$ cat config.mk
export PLATFORM = sky130hd
export DESIGN_NAME = timer16_match_capture
export DESIGN_NICKNAME = d
export VERILOG_FILES = /design/src/hdl/timer16_pkg.sv /design/src/hdl/timer16_match_capture.sv /design/src/hdl/timer16_prescaler.sv
export VERILOG_INCLUDE_DIRS = /design/src /design/src/hdl
export SDC_FILE = /design/constraint.sdc
export NUM_CORES = 1
export LEC_CHECK = 0
export ABC_AREA = 1
export BUFFER_PORTS_ARGS = -buffer_cell sky130_fd_sc_hd__buf_2
export CELL_PAD_IN_SITES_DETAIL_PLACEMENT = 1
export CELL_PAD_IN_SITES_GLOBAL_PLACEMENT = 1
export CORE_UTILIZATION = 44
export CTS_CLUSTER_DIAMETER = 80
export CTS_CLUSTER_SIZE = 25
export DETAILED_ROUTE_END_ITERATION = 16
export HOLD_SLACK_MARGIN = 0.08
export PLACE_DENSITY_LB_ADDON = 0.1
export SYNTH_ARGS = -nofsm -noshare
export SYNTH_HDL_FRONTEND = slang
export SYNTH_SLANG_ARGS = --single-unit
$ cat constraint.sdc
create_clock -name ref_clk -period 3.1 [get_ports ref_clk]
set_clock_uncertainty 0.15 [all_clocks]
set_input_delay 0.155 -clock ref_clk [delete_from_list [all_inputs] [get_ports ref_clk]]
set_output_delay 0.155 -clock ref_clk [all_outputs]
set_load 0.01 [all_outputs]
$ cat src/hdl/timer16_regs.svh
`ifndef TIMER16_REGS_SVH
`define TIMER16_REGS_SVH
`define REF_HIGH_OFFSET   8'hE0
`define REF_LOW_OFFSET    8'hE1
`define CONTROL_OFFSET    8'hE4
`define DIVIDER_OFFSET    8'hE5
`define REF_RESET         8'hFF
`define CONTROL_RESET     8'h00
`define DIVIDER_RESET     8'h00
`define CTL_MODE_HI       7
`define CTL_MODE_LO       6
`define CTL_RUN           5
`define CTL_CLEAR         4
`define CTL_OVF_EN        3
`define CTL_OVF_PEND      2
`define CTL_MC_EN         1
`define CTL_MC_PEND       0
`define DIVIDER_MAX       4'hC
`endif

$ cat src/hdl/timer16_pkg.sv
package timer16_pkg;
  typedef enum logic [1:0] {
    MODE_INTERVAL,
    MODE_CAP_RISE,
    MODE_CAP_FALL,
    MODE_CAP_BOTH
  } mode_e;

  typedef struct packed {
    logic       wr;
    logic       rd;
    logic [7:0] addr;
    logic [7:0] wdata;
  } reg_req_s;

  typedef struct packed {
    logic [3:0]  cnt;
    logic [11:0] div;
  } presc_state_s;

  typedef struct packed {
    logic [15:0] count;
    logic [7:0]  refHigh;
    logic [7:0]  refLow;
    logic [7:0]  control;
    logic [7:0]  divider;
    logic [7:0]  rdata;
    logic [2:0]  capSync;
  } timer_state_s;
endpackage

$ cat src/hdl/timer16_match_capture.sv
`include "timer16_regs.svh"

module timer16_match_capture (
  // clock and reset
  input  wire logic                  ref_clk,
  input  wire logic                  rstn,
  // register port
  input  wire timer16_pkg::reg_req_s regReq,
  output logic [7:0]                 regRdata,
  // capture pin
  input  wire logic                  capture_input_pin,
  // interrupt requests
  output logic                       match_capture_request,
  output logic                       overflow_request
);
  timer16_pkg::timer_state_s s_q;
  timer16_pkg::timer_state_s s_d;
  timer16_pkg::mode_e        mode;
  logic tick;
  logic wrCtl;
  logic riseSeen;
  logic fallSeen;
  logic capEvent;
  logic matchEvent;
  logic ovfEvent;

  function automatic logic hit(input logic [7:0] a, input logic [7:0] off);
    hit = (a == off);
  endfunction

  timer16_prescaler uPresc (
    .ref_clk   (ref_clk),
    .rstn      (rstn),
    .divSelect (s_q.divider[3:0]),
    .restart   (wrCtl && regReq.wdata[`CTL_CLEAR]),
    .tick      (tick)
  );

  assign mode  = timer16_pkg::mode_e'(s_q.control[`CTL_MODE_HI:`CTL_MODE_LO]);
  assign wrCtl = regReq.wr && hit(regReq.addr, `CONTROL_OFFSET);

  always_comb begin
    s_d        = s_q;
    // only stages two and three are compared; stage one feeds stage two only
    s_d.capSync = {s_q.capSync[1:0], capture_input_pin};
    riseSeen   = s_q.capSync[1] && !s_q.capSync[2];
    fallSeen   = !s_q.capSync[1] && s_q.capSync[2];
    capEvent   = 1'b0;
    matchEvent = 1'b0;
    ovfEvent   = 1'b0;
    case (mode)
      timer16_pkg::MODE_CAP_RISE: capEvent = riseSeen;
      timer16_pkg::MODE_CAP_FALL: capEvent = fallSeen;
      timer16_pkg::MODE_CAP_BOTH: capEvent = riseSeen || fallSeen;
      default:                    capEvent = 1'b0;
    endcase

    // counter
    if (s_q.control[`CTL_RUN] && tick) begin
      if (mode == timer16_pkg::MODE_INTERVAL &&
          s_q.count == {s_q.refHigh, s_q.refLow}) begin
        matchEvent = 1'b1;
        s_d.count  = 16'h0000;
      end else if (s_q.count == 16'hFFFF) begin
        ovfEvent  = 1'b1;
        s_d.count = 16'h0000;
      end else begin
        s_d.count = s_q.count + 16'h0001;
      end
    end

    // register writes
    if (regReq.wr) begin
      if (hit(regReq.addr, `REF_HIGH_OFFSET)) begin
        s_d.refHigh = regReq.wdata;
      end
      if (hit(regReq.addr, `REF_LOW_OFFSET)) begin
        s_d.refLow = regReq.wdata;
      end
      if (hit(regReq.addr, `DIVIDER_OFFSET)) begin
        s_d.divider = regReq.wdata;
      end
      if (wrCtl) begin
        s_d.control[7:5]          = regReq.wdata[7:5];
        s_d.control[`CTL_OVF_EN]  = regReq.wdata[`CTL_OVF_EN];
        s_d.control[`CTL_MC_EN]   = regReq.wdata[`CTL_MC_EN];
        // pending bits clear on zero; a one written leaves them alone
        if (!regReq.wdata[`CTL_OVF_PEND]) begin
          s_d.control[`CTL_OVF_PEND] = 1'b0;
        end
        if (!regReq.wdata[`CTL_MC_PEND]) begin
          s_d.control[`CTL_MC_PEND] = 1'b0;
        end
        if (regReq.wdata[`CTL_CLEAR]) begin
          s_d.count = 16'h0000;
        end
      end
    end
    // clear bit is self-clearing and never stored
    s_d.control[`CTL_CLEAR] = 1'b0;

    // capture copies the count into the reference pair
    if (capEvent) begin
      s_d.refHigh = s_q.count[15:8];
      s_d.refLow  = s_q.count[7:0];
    end

    // events win over a clear in the same cycle
    if (matchEvent || capEvent) begin
      s_d.control[`CTL_MC_PEND] = 1'b1;
    end
    if (ovfEvent) begin
      s_d.control[`CTL_OVF_PEND] = 1'b1;
    end

    // read data, registered
    if (regReq.rd) begin
      if (hit(regReq.addr, `REF_HIGH_OFFSET)) begin
        s_d.rdata = s_q.refHigh;
      end else if (hit(regReq.addr, `REF_LOW_OFFSET)) begin
        s_d.rdata = s_q.refLow;
      end else if (hit(regReq.addr, `CONTROL_OFFSET)) begin
        s_d.rdata = s_q.control;
      end else if (hit(regReq.addr, `DIVIDER_OFFSET)) begin
        s_d.rdata = s_q.divider;
      end else begin
        s_d.rdata = 8'h00;
      end
    end
  end

  always_ff @(posedge ref_clk or negedge rstn) begin
    if (!rstn) begin
      s_q.count   <= 16'h0000;
      s_q.refHigh <= `REF_RESET;
      s_q.refLow  <= `REF_RESET;
      s_q.control <= `CONTROL_RESET;
      s_q.divider <= `DIVIDER_RESET;
      s_q.rdata   <= 8'h00;
      s_q.capSync <= 3'h0;
    end else begin
      s_q <= s_d;
    end
  end

  assign regRdata = s_q.rdata;
  // requests are levels held while pending and enabled
  assign match_capture_request =
    s_q.control[`CTL_MC_PEND] && s_q.control[`CTL_MC_EN];
  assign overflow_request =
    s_q.control[`CTL_OVF_PEND] && s_q.control[`CTL_OVF_EN];
endmodule // timer16_match_capture

$ cat src/hdl/timer16_prescaler.sv
`include "timer16_regs.svh"

// divides ref_clk by 2**n, n above 12 taken as 12, into a one-cycle tick
module timer16_prescaler (
  // clock and reset
  input  wire logic       ref_clk,
  input  wire logic       rstn,
  // control
  input  wire logic [3:0] divSelect,
  input  wire logic       restart,
  // tick out
  output logic            tick
);
  timer16_pkg::presc_state_s s_q;
  timer16_pkg::presc_state_s s_d;
  logic [11:0] limit;

  always_comb begin
    s_d   = s_q;
    limit = 12'h000;
    // values above twelve are invalid; clamp so the divider stays bounded
    if (divSelect > `DIVIDER_MAX) begin
      limit = 12'hFFF;
    end else begin
      limit = 12'(13'h0001 << divSelect) - 12'h001;
    end
    tick = (s_q.div >= limit);
    // a new divide ratio starts a fresh period instead of finishing the old one
    if (restart || tick || (s_q.cnt != divSelect)) begin
      s_d.div = 12'h000;
    end else begin
      s_d.div = s_q.div + 12'h001;
    end
    s_d.cnt = divSelect;
  end

  always_ff @(posedge ref_clk or negedge rstn) begin
    if (!rstn) begin
      s_q <= '0;
    end else begin
      s_q <= s_d;
    end
  end
endmodule // timer16_prescaler

# [After elaboration in Yosys (flattened, before gate mapping)]
# Cells that the tools add are included.
[totals] elab_cells=86 register_bits=74 out_inout_bits=10
[op_classes] n_reduce_logical=28 n_addsub=3 n_mux=29 shifts=1 n_lt_le_gt_ge=2 n_eq_ne=12
[ops] operator="$mux W16" count=6
[ops] operator="$mux W8" count=7
[ops] operator="$mux W35" count=1
[ops] operator="$eq A8 B8 Y1 const B" count=4
[ops] operator="$mux W12" count=2
[ops] operator="$add A16 B1 Y16 const B" count=1
[ops] operator="$eq A16 B16 Y1" count=1
[ops] operator="$eq A16 B16 Y1 const B" count=1
[ops] operator="$reduce_bool A2 Y1" count=7
[ops] operator="$add A12 B1 Y12 const B" count=1
[ops] operator="$ge A12 B12 Y1" count=1
[ops] operator="$shl A1 B4 Y12 const A" count=1
[ops] operator="$sub A12 B1 Y12 const B" count=1
[ops] operator="$mux W11" count=1
[ops] operator="$mux W1" count=9
[ops] operator="$logic_and A1 B1 Y1" count=8
[ops] operator="$reduce_and A2 Y1" count=4
[ops] operator="$mux W3" count=2
[ops] operator="$reduce_and A3 Y1" count=2
[ops] operator="$eq A2 B2 Y1 const B" count=2
[ops] operator="$gt A4 B4 Y1 const B" count=1
[ops] operator="$logic_or A1 B1 Y1" count=4
[ops] operator="$ne A2 B1 Y1 const B" count=2
[ops] operator="$ne A4 B4 Y1" count=1
[ops] operator="4 further kinds" count=5

# [Longest topological paths before layout]
# Gate-level depths: netlist (run 1).
[logic_depth] word_depth=10 ltp_mapped=22 ltp_nobuf=21

# [By module]
# A second synthesis (run 1) with hierarchy kept.
[hier_totals] hier_cells=640 area_unflattened_um2=4760.8
[modules_own_cells] module="timer16_match_capture" area_each_um2=3417.0 n_inst=1 cells_each=455 seq_area_each_um2=1471.4
[modules_own_cells] module="timer16_prescaler" area_each_um2=1343.8 n_inst=1 cells_each=185 seq_area_each_um2=400.4

# [Worst setup path before layout (run 1)]
# Ideal clock, no wire load.
[synth_timing] path_type="register to register" from="register s_q[11] (netlist name)" to="register s_q[54] (netlist name)" arrival_ps=2589 path_stages_with_launch=20 path_buffers=2 setup_time_ps=124 path_slack_ps=238 cell_sequence="dfrtp_1 -> clkbuf_1 -> nor2_1 -> nand3_1 -> ha_1 -> o21ai_0 -> o22ai_1 -> a21oi_1 -> ha_1 -> nand2_1 -> inv_1 -> nand2_1 -> nand2_1 -> a21oi_1 -> nand2_2 -> nand2_4 -> clkinv_4 -> buf_8 -> nand3_1 -> a21oi_1"
[synth_rtl] item="from (decl)" line="timer16_match_capture.sv:16" rtl="timer16_pkg::timer_state_s s_q;"

==> summary.md, run 1 <==
| Metric | Value |
|---|---|
| Register-to-Register Path Depth | `20` |
| Final setup fails | `0` |
| Startpoint Class | `flop` |
| ANT cells | `0` |
| Critical path, cell by cell | `nor2_2 -> inv_1 -> nor2_2 -> nand2_2 -> ha_4 -> nand2_1 -> xor2_1 -> nor2_1 -> ha_1 -> nand2_1 -> inv_1 -> nand3_1 -> nor2_1 -> nand2_1 -> nand2_2 -> nand2_4 -> buf_8 -> o21ai_2 -> nand2_1 -> nor2_1` |
| CP Capture Type | `flop` |
| WP data arrival | `around 3.1 ns` |
| Terminating pin of the worst hold path | `s_q[48]$_DFF_PN0_` |
| Syn Std Cell Area | `4780 um^2` |
| Post-DP HPWL | `~11 mm` |
| Outcome | `complete, no violations` |
| Mean Syn Cell Area | `between 7 and 8 um^2` |
| Hold Vio Cnt, Final | `0` |
| WHS | `roughly 0.21 ns` |
| Hold Crit Class | `in2reg` |
| Total gr overflow | `0` |
| Synth area leader | `dfrtp_1` |
| #FFs+latches synth | `74` |
| # fillers | `approximately 1.3k` |
| Most used cell, CP | `nand2_1` |
| Worst Max-Slew Pin Slew | `a little under 1 ns` |
| Dominant cells by area after synthesis | `dfrtp_1 30%, nand2_1 16%, dfstp_2 8.8%` |
| H-tree lvl count | `3` |
| Share of layout cells above drive strength 1 | `0.160` |
| Vias per inst | `5.25` |
| Post-synthesis sequential area ratio | `0.392` |
| Asr flop ratio synth | `1.00` |
| Initial core utilization | `0.459` |
| CTS Buf Count | `9` |
| Max Slew Vio Count | `0` |
| Critical-path top delay cell | `dfrtp_2` |
| Largest net degree at the start of global routing | `75` |
| Clock net sink count | `74` |
| Layout area overhead | `14.2%` |
| DP Worst Slack | `0.0807 ns` |
| WL/cell | `17.0 um` |
| Die height | `roughly 110 um` |
| Synth top cells by count | `198 x nand2_1, 79 x inv_1, 67 x nor2_1` |
| Total track usage | `0.272` |
| Core ar. | `between 10000 and 15000 um^2` |
| RePlAce Congestion | `between 0.8 and 0.9` |
| Hold_sp | `regReq[17]` |
| Detailed Routing Iterations Pass 1 | `4` |
| Total power | `between 3 and 4 mW` |
| Worst-Skew Late Latency | `~0.38 ns` |
| WP depth | `20` |
| F_max | `340 MHz` |
| DRC Markers | `0` |
| CP top delay family | `simple AND/OR/NAND/NOR gates` |
| Setup Crit Path Kind | `reg2reg` |
| Synth warn | `0` |
| Syn Nets | `698` |
| Fin crit period | `approximately 3 ns` |
| R2R Setup Slk | `approximately 0.15 ns` |
| Most frequent cell after synthesis | `nand2_1` |
| Rel. slew slack | `0.352` |
| Number of global-route vias before repair | `4617` |
| Global-route wire length before repair | `approximately 23 mm` |
| Final instance area | `around 5500 um^2` |
| Post-layout net count | `739` |
| Reg2reg start | `s_q[12]$_DFFE_PN0P_` |
| Routed WL | `between 10 and 15 mm` |
| Required time worst endpoint | `~3.3 ns` |
| Via count | `~4.4k` |
| Dpl cells | `a little over 800` |
| Site Rows | `37` |
| Cell variety after synth | `43` |
| Setup ws final | `~0.15 ns` |
| Initial antenna violation count | `0` |
| Non-Filler Instances | `roughly 840` |
| CP peak stage delay | `0.45 ns` |
| Bufs and invs on worst path | `3` |
| Post-DP Area | `around 5000 um^2` |
| Worst-path maximum fanout | `5` |
| Main synth FF type | `dfrtp_1` |
| Cells after Synth | `660` |
| Hold path depth | `4` |
| Io pins | `31` |
| Max clock buf depth | `2` |
| Seq. cell area | `~1900 um^2` |
| Number of enable flip-flop cells after synthesis | `0` |
| Routed Antenna Nets | `0` |
| Worst-path clk slew | `~0.08 ns` |
| CTS tree | `built` |
| Die span in x | `106 um` |
| Multi-input logic area | `approximately 2500 um^2` |
| Leak Pwr | `2.73 nW` |
| Period utilisation layout | `0.950` |
| Number of max-cap violations | `0` |
| PwrDens | `approximately 600 nW/um^2` |
| Initial DRC count | `approximately 210` |
| RR Endpoint | `s_q[55]$_DFF_PN0_` |
| Clk root buf | `clkbuf_8` |
| Yosys top cell area share | `0.304` |
| Port Buffer Count | `30` |
| VDD IR max | `around 0.00043 V` |
| Die area | `roughly 11000 um^2` |
==> cell usage in the layout, fill, tap and decap left out, drive strengths merged <==
cell type	count
bufinv	1
dlygate4sd3	11
o22ai	2
nand2	201
buf	45
nor4	3
nand3b	3
nor3	10
nand3	65
a21oi	26
xor2	9
nor3b	3
o21a	1
ha	17
inv	83
dfrtp	58
nor2	73
dfstp	16
o21ai	29
o21bai	1
a32oi	1
xnor2	6
nand4	5
a211oi	2
o211ai	18
clkbuf	14
clkinv	3
==> worst reg2reg max path: stages, from the launching register on <==
cell and delay [ns]:
dfrtp_2 0.45, nor2_2 0.14, inv_1 0.08, nor2_2 0.11
nand2_2 0.07, ha_4 0.18, nand2_1 0.09, xor2_1 0.17
nor2_1 0.08, ha_1 0.29, nand2_1 0.05, inv_1 0.07
nand3_1 0.09, nor2_1 0.12, nand2_1 0.11, nand2_2 0.11
nand2_4 0.11, buf_8 0.18, o21ai_2 0.11, nand2_1 0.06
nor2_1 0.09
==> state kept, by name, indices dropped and copies added, names as in the netlist <==
| signal | cells |
|---|---|
| uPresc.s_q | 16 |
| s_q | 46 |
| regRdata | 8 |
| s_d | 2 |
| mode | 2 |
==> worst max-delay path by stage <==
stage,startpoint,end
after floorplan,s_q[11]$_DFFE_PN0P_,s_q[54]$_DFF_PN0_
after global placement,s_q[12]$_DFFE_PN0P_,s_q[53]$_DFF_PN0_
after detailed placement,s_q[12]$_DFFE_PN0P_,s_q[43]$_DFF_PN0_
after CTS,s_q[12]$_DFFE_PN0P_,s_q[43]$_DFF_PN0_
after global routing,s_q[12]$_DFFE_PN0P_,s_q[55]$_DFF_PN0_
final,s_q[12]$_DFFE_PN0P_,s_q[55]$_DFF_PN0_
==> cells by family after synthesis <==
kind of cell               count (synthesis)  share of synthesized area
and+or+nand+nor                          363                      0.333
buffers and inverters                    111                      0.104
AOI/OAI and AO/OA                         80                     0.0992
DFF                                       74                      0.392
adders and majority gates                 17                     0.0445
xor gates and xnor gates                  15                     0.0275
==> area by class of cell <==
| type | instances | share of cell area |
|---|---|---|
| Multi-Input combinational cell | 475 | 0.450 |
| Tap cell | 136 | 0.0312 |
| Inverter | 84 | 0.0591 |
| Timing Repair Buffer | 57 | 0.0754 |
| Clock inverter | 3 | 0.00802 |
| Clock buffer | 13 | 0.0332 |
| Sequential cell | 74 | 0.343 |
==> power breakdown <==
| group | internal [mW] | leakage [nW] | total [mW] | switching [mW] |
|---|---|---|---|---|
| Combinational | 0.390 | 1.69 | 1.01 | 0.619 |
| Clock | 0.471 | 0.114 | 0.857 | 0.387 |
| Sequential | 1.20 | 0.930 | 1.42 | 0.220 |
| Total | 2.07 | 2.73 | 3.29 | 1.23 |
==> layer usage <==
metal / GRT usage / share of wire / vias up
li1: - / - / 2192
met1: 0.369 / 0.48 / 2151
met2: 0.445 / 0.48 / 68
met3: 0.0521 / 0.033 / 12
met4: 0.0685 / 0.011 / 0
met5: 0 / 0 / -
==> per-stage QoR <==
stage | util | setup TNS, ns
global placement | 0.481 | 0
CTS | 0.513 | 0
floorplan | - | 0
global route | 0.524 | -0.307
finish | 0.524 | 0
detailed placement | 0.481 | 0
==> timing repair <==
action | 4_1_cts | 5_1_grt
endpoints found under the hold margin | 91 | 0
hold buffers | 11 | 0
endpoints found under the setup margin | 0 | 28
resized for setup | 0 | 19
setup buffers | 0 | 4
Power figures use the tool's default switching activity.
==> run 2: changes to the inputs <==
Settings changed: MAX_ROUTING_LAYER set to met4, SYNTH_HIERARCHICAL set to 1.
==> summary.md, run 2 <==
| Metric | Value |
|---|---|
| Main synth FF type | `dfrtp_1` |
| Most frequent cell after synthesis | `nand2_1` |
| Commonest cells after routing, fill and taps aside | `165 x nand2_1, 67 x inv_1, 59 x nor2_1` |
| CP Capture Type | `flop` |
| Initial DRC count | `roughly 200` |
| Net Sw Frac | `0.371` |
| Largest family of logic cells by synthesized area | `simple AND/OR/NAND/NOR gates` |
| WL/cell | `approximately 17 um` |
| WP data arrival | `3.34 ns` |
| F_max | `312 MHz` |
| Clk root buf | `clkbuf_8` |
| Die span in x | `about 110 um` |
| CP peak stage delay | `about 0.44 ns` |
| Post-synthesis sequential area ratio | `0.393` |
| Share of layout cells above drive strength 1 | `0.251` |
| Unrepaired setup endpoints after global routing | `yes` |
| Mux cell area share after synthesis | `0` |
| Syn Std Cell Area | `between 4000 and 5000 um^2` |
| Cells after Synth | `between 600 and 700` |
| DRC Markers | `0` |
| Post-synthesis simple-gate area fraction | `0.325` |
| Fin crit period | `between 3 and 4 ns` |
| Worst Max-Slew Pin Slew | `~0.98 ns` |
| Die area | `approximately 11000 um^2` |
| Leak Pwr | `approximately 2.7 nW` |
| Die height | `between 100 and 150 um` |
| Post-DP HPWL | `10.5 mm` |
| RePlAce Congestion | `about 0.90` |
| Clock share of power | `0.235` |
| Critical path, cell by cell | `buf_4 -> nand3_2 -> ha_4 -> inv_2 -> a21oi_2 -> inv_2 -> o21ai_0 -> a21oi_2 -> ha_2 -> nand3_1 -> nor2_1 -> nand2_1 -> nand2_1 -> nand2_2 -> inv_2 -> nand3_4 -> nor2_4 -> nand3_2 -> o21ai_2 -> o21ai_1 -> nor2_1` |
| Asr flop ratio synth | `1.00` |
| Violated checks | `setup timing` |
| Required time worst endpoint | `3.24 ns` |
| Detailed Routing Iterations Pass 1 | `4` |
| CTS Buf Count | `9` |
| Clock net sink count | `74` |
| Xor and xnor area share after synthesis | `0.0368` |
| VDD IR max | `0.000255 V` |
| Critical-path top delay cell | `dfrtp_1` |
| Bufs and invs on worst path | `4` |
| Core ar. | `~10000 um^2` |
| Routed WL | `about 14 mm` |
| Dpl cells | `807` |
| Int Power | `approximately 1.9 mW` |
| Initial antenna violation count | `0` |
| Initial core utilization | `0.457` |
| Max reg flops | `46` |
| Vias per inst | `between 5 and 6` |
| Final setup fails | `6` |
| Number of global-route vias before repair | `4503` |
| Layout area overhead | `16.9%` |
| Post-layout net count | `741` |
| Logic pwr share | `0.296` |
| Non-Filler Instances | `844` |
| Max clock buf depth | `2` |
| ANT cells | `0` |
| Worst-path maximum fanout | `4` |
| Routed Antenna Nets | `0` |
| Total gr overflow | `0` |
| Via count | `~4.4k` |
| Dominant cells by area after synthesis | `dfrtp_1 30%, nand2_1 13%, dfstp_2 8.8%` |
| Total power | `3.01 mW` |
| Worst-Skew Late Latency | `between 0.3 and 0.4 ns` |
| Most common cell after layout, fill and taps aside | `nand2_1` |
| Io pins | `31` |
| CTS tree | `built` |
| Complex-gate fraction of the synthesized area | `0.0983` |
| Synth top cells by count | `168 x nand2_1, 71 x inv_1, 66 x nor2_1` |
| Period utilisation layout | `1.03` |
| CP top delay family | `simple AND/OR/NAND/NOR gates` |
| Port Buffer Count | `30` |
| Switching power | `1.12 mW` |
| Yosys top cell area share | `0.305` |
| Synth warn | `6` |
| Max Slew Vio Count | `0` |
| H-tree lvl count | `3` |
| Mean Syn Cell Area | `7.44 um^2` |
| Setup ws final | `-0.103 ns` |
| Adder-cell share of the synthesized area | `0.0447` |
| Hold Vio Cnt, Final | `0` |
| Site Rows | `37` |
| Global-route wire length before repair | `around 23 mm` |
| Startpoint Class | `flop` |
| # fillers | `1362` |
| PwrDens | `about 540 nW/um^2` |
| Outcome | `finished with violations` |
| Number of max-cap violations | `0` |
| Total track usage | `0.272` |
| Rel. slew slack | `0.350` |
| #FFs+latches synth | `between 70 and 80` |
| Number of enable flip-flop cells after synthesis | `0` |
| Cell variety after synth | `34` |
| Largest net degree at the start of global routing | `between 70 and 80` |
| Reg power frac | `0.469` |
| DP Worst Slack | `-0.107 ns` |
| Worst-path clk slew | `approximately 0.080 ns` |
| Biggest register | `s_q` |
| Most used cell, CP | `inv_2` |
| Synth area leader | `dfrtp_1` |
| Hold Crit Class | `in2reg` |
| Setup Crit Path Kind | `reg2reg` |
| WHS | `about 0.10 ns` |
| Syn Nets | `678` |
-- run 2: changes by cell type after synthesis, sizes merged, moves of 3 or more --
cell    change
buf         -3
nor3        -5
xor2        +7
o21ai      +16
clkbuf      -3
nor2       +16
nor3b       -3
nand2      -18
nand3       -9
a21oi       -8
-- run 2: final timing paths --
check	depth (start not counted)	from	slack, ns	endpoint
min	4	regReq[9]	0.10	regRdata[6]$_DFFE_PN0P_
min reg2reg	0	s_d[1]$_DFF_PN0_	0.21	s_d[2]$_DFF_PN0_
min in group asynchronous	2	rstn	0.33	uPresc/s_q[13]$_DFF_PN0_
max reg2reg	21	s_q[11]$_DFFE_PN0P_	-0.10	s_q[57]$_DFF_PN0_
max in group asynchronous	2	rstn	1.78	s_q[12]$_DFFE_PN0P_
max	21	s_q[11]$_DFFE_PN0P_	-0.10	s_q[57]$_DFF_PN0_
-- run 2: kinds of logic (layout without fill, tap and decap cells) --
group	Yosys count	in the layout
AO/OA/AOI/OAI	83	83
adder cells (fa/ha/maj)	17	17
AND/OR/NAND/NOR	342	342
buffers and inverters	104	172
XOR/XNOR	20	20
flip-flops	74	74
-- run 2: cell type report --
cell class / instances / area (um^2) / share of cell area
multi-input combinational: 462 / 2510 / 0.451
timing repair buffer: 73 / 510 / 0.0917
clock buffer: 13 / 159 / 0.0286
sequential: 74 / 1880 / 0.337
inverter: 83 / 324 / 0.0582
tap: 136 / 170 / 0.0306
clock inverter: 3 / 15.0 / 0.00270
-- run 2: power by group through the flow --
stage	Sequential, mW	Combinational (mW)	Clock (mW)
after floorplan	1.35	0.643	0
after global routing	1.44	1.02	0.762
final	1.41	0.889	0.708
after detailed placement	1.42	0.834	0
after global placement	1.41	0.801	0
after CTS	1.41	0.868	0.723
-- run 2: repair_timing --
item                                   4_1_cts  5_1_grt
endpoints found under the hold margin       90        0
hold buffers                                11        0
gates resized for setup                      9       29
setup buffers                                3        7
setup endpoints to repair                   10       15
pin swaps                                    7       20
-- run 2: through the flow --
step           instance area (um^2)  setup TNS [ns]   util
3_5_place_dp                   5090          -0.196  0.489
4_1_cts                        5420               0  0.520
2_1_floorplan                  4760               0      -
3_3_place_gp                   5090               0  0.489
5_1_grt                        5560           -2.44  0.534
6_report                       5560          -0.445  0.534
-- run 2: worst min-delay path: stages --
cell,delay (ns)
buf_2,0.12
nor4_2,0.09
a21oi_1,0.15
o21ai_1,0.06
-- run 2: per-layer routing --
metal  vias to the layer above  track usage  wire [um]  share of wire
li1                       2157            -          -              -
met1                      2155        0.350       6640           0.47
met2                        60        0.443       6860           0.48
met3                        20       0.0441        446          0.031
met4                         0       0.0804        223          0.016
met5                         -            -          0              0
==> run 3: changes to the inputs <==
Settings changed: PLACE_DENSITY_LB_ADDON 0.1 to 0.15.
==> summary.md, run 3 (same netlist as run 2, synthesis figures left out) <==
| Metric | Value |
|---|---|
| Non-Filler Instances | `around 840` |
| R2R Setup Slk | `-0.04 ns` |
| CTS Buf Count | `9` |
| Number of global-route vias before repair | `about 4.8k` |
| Multi-input logic area | `~2600 um^2` |
| Final setup fails | `1` |
| Required time worst endpoint | `around 3.2 ns` |
| WP data arrival | `approximately 3.3 ns` |
| Leak Pwr | `about 2.7 nW` |
| Core ar. | `about 10000 um^2` |
| Max clock buf depth | `2` |
| Number of max-cap violations | `0` |
| Max Slew Vio Count | `0` |
| Worst-path clk slew | `roughly 0.090 ns` |
| Commonest cells after routing, fill and taps aside | `163 x nand2_1, 67 x inv_1, 55 x nor2_1` |
| Total power | `approximately 3.3 mW` |
| Worst Max-Slew Pin Slew | `roughly 1.0 ns` |
| Worst-path maximum fanout | `4` |
| Post-layout net count | `between 700 and 800` |
| Rel. slew slack | `0.327` |
| Most common cell after layout, fill and taps aside | `nand2_1` |
| Outcome | `finished with violations` |
| Port Buffer Count | `30` |
| Dpl cells | `between 800 and 900` |
| Routed Antenna Nets | `0` |
| Hold Crit Class | `in2reg` |
| Post-DP HPWL | `between 10 and 15 mm` |
| Vias per inst | `approximately 5.3` |
| Total track usage | `0.283` |
| Share of layout cells above drive strength 1 | `0.264` |
| Initial DRC count | `between 200 and 250` |
| VDD IR max | `0.000311 V` |
| Die span in x | `approximately 110 um` |
| F_max | `roughly 320 MHz` |
| Io pins | `31` |
| Seq. cell area | `approximately 1900 um^2` |
| H-tree lvl count | `3` |
| Startpoint Class | `flop` |
| # fillers | `1316` |
| WHS | `between 0.08 and 0.09 ns` |
| Setup ws final | `-0.0363 ns` |
| Fin util | `0.547` |
| Initial core utilization | `0.457` |
| Initial antenna violation count | `0` |
| Via count | `4491` |
| WL/cell | `between 15 and 20 um` |
| Biggest register | `s_q` |
| Worst-Skew Late Latency | `0.37 ns` |
| Routed WL | `approximately 15 mm` |
| Global-route wire length before repair | `between 20 and 25 mm` |
| ANT cells | `0` |
| Violated checks | `setup timing` |
| Site Rows | `37` |
| Die area | `11200 um^2` |
| Largest net degree at the start of global routing | `75` |
| Total gr overflow | `0` |
| Fin crit period | `roughly 3.1 ns` |
| CTS tree | `built` |
| Hold Vio Cnt, Final | `0` |
| Period utilisation layout | `1.01` |
| DRC Markers | `0` |
| CP Capture Type | `flop` |
| Clk root buf | `clkbuf_8` |
| Clock net sink count | `between 70 and 80` |
| Unrepaired setup endpoints after global routing | `yes` |
| Max reg flops | `46` |
| Setup Crit Path Kind | `reg2reg` |
| Layout area overhead | `19.8%` |
| Detailed Routing Iterations Pass 1 | `4` |
| RePlAce Congestion | `approximately 0.84` |
| Die height | `roughly 110 um` |
| PwrDens | `582 nW/um^2` |
-- run 3: critical path, stage by stage, from the launching register on --
cell	delay [ns]
dfrtp_2	0.44
buf_4	0.15
inv_2	0.07
o21ai_4	0.16
nor2_1	0.06
nor2_1	0.18
nand2_1	0.08
nand2_1	0.08
nor2_2	0.05
ha_1	0.27
nand2_1	0.06
inv_2	0.07
nand3_2	0.06
nor2_2	0.11
nand2_1	0.08
nand2_1	0.08
nand2_2	0.10
inv_2	0.11
nand3_4	0.10
nor2_4	0.14
nand3_2	0.10
o21ai_1	0.16
o21ai_1	0.10
nor2_1	0.11
-- run 3: stage by stage --
step	cell area [um^2]	setup TNS (ns)	setup slack [ns]
2_1_floorplan	4760	0	0.00353
3_3_place_gp	5110	0	0.0442
3_5_place_dp	5110	-0.343	-0.125
4_1_cts	5530	0	0.00314
5_1_grt	5700	-1.13	-0.209
6_report	5700	-0.0363	-0.0363
-- run 3: power breakdown --
part / total, mW / switching [mW] / internal, mW
clock: 0.975 / 0.395 / 0.580
combinational: 0.934 / 0.564 / 0.371
sequential: 1.41 / 0.209 / 1.20
total: 3.32 / 1.17 / 2.15
-- run 3: layout make-up --
class | instances | area share
multi-input cells | 462 | 0.450
flip-flops and latches | 74 | 0.329
repair buffers | 72 | 0.0895
inverters | 83 | 0.0568
well taps | 136 | 0.0298
clock buffers | 12 | 0.0272
clock inverters | 4 | 0.0171
-- run 3: timing repair --
item	in CTS	in global routing
hold endpoints to repair	89	0
pin swaps	10	27
resized for setup	14	41
endpoints found under the setup margin	14	17
setup buffers	2	4
hold buffers	11	0
-- run 3: metal layers --
metal	track usage	wire length (um)	up-vias
li1	-	-	2160
met1	0.358	6660	2224
met2	0.473	7310	86
met3	0.0288	460	21
met4	0.0982	285	0
met5	-	0	-
-- run 3: worst paths after layout --
kind                                           from                 endpoint  cells past startpoint
worst min register to register     s_d[1]$_DFF_PN0_         s_d[2]$_DFF_PN0_                      0
worst min-delay path                      regReq[9]  regRdata[4]$_DFFE_PN0P_                      4
worst max-delay path            s_q[12]$_DFFE_PN0P_        s_q[57]$_DFF_PN0_                     23
worst max register to register  s_q[12]$_DFFE_PN0P_        s_q[57]$_DFF_PN0_                     23
max in group asynchronous                      rstn      s_q[14]$_DFFE_PN0P_                      2
min in group asynchronous                      rstn         s_d[1]$_DFF_PN0_                      2
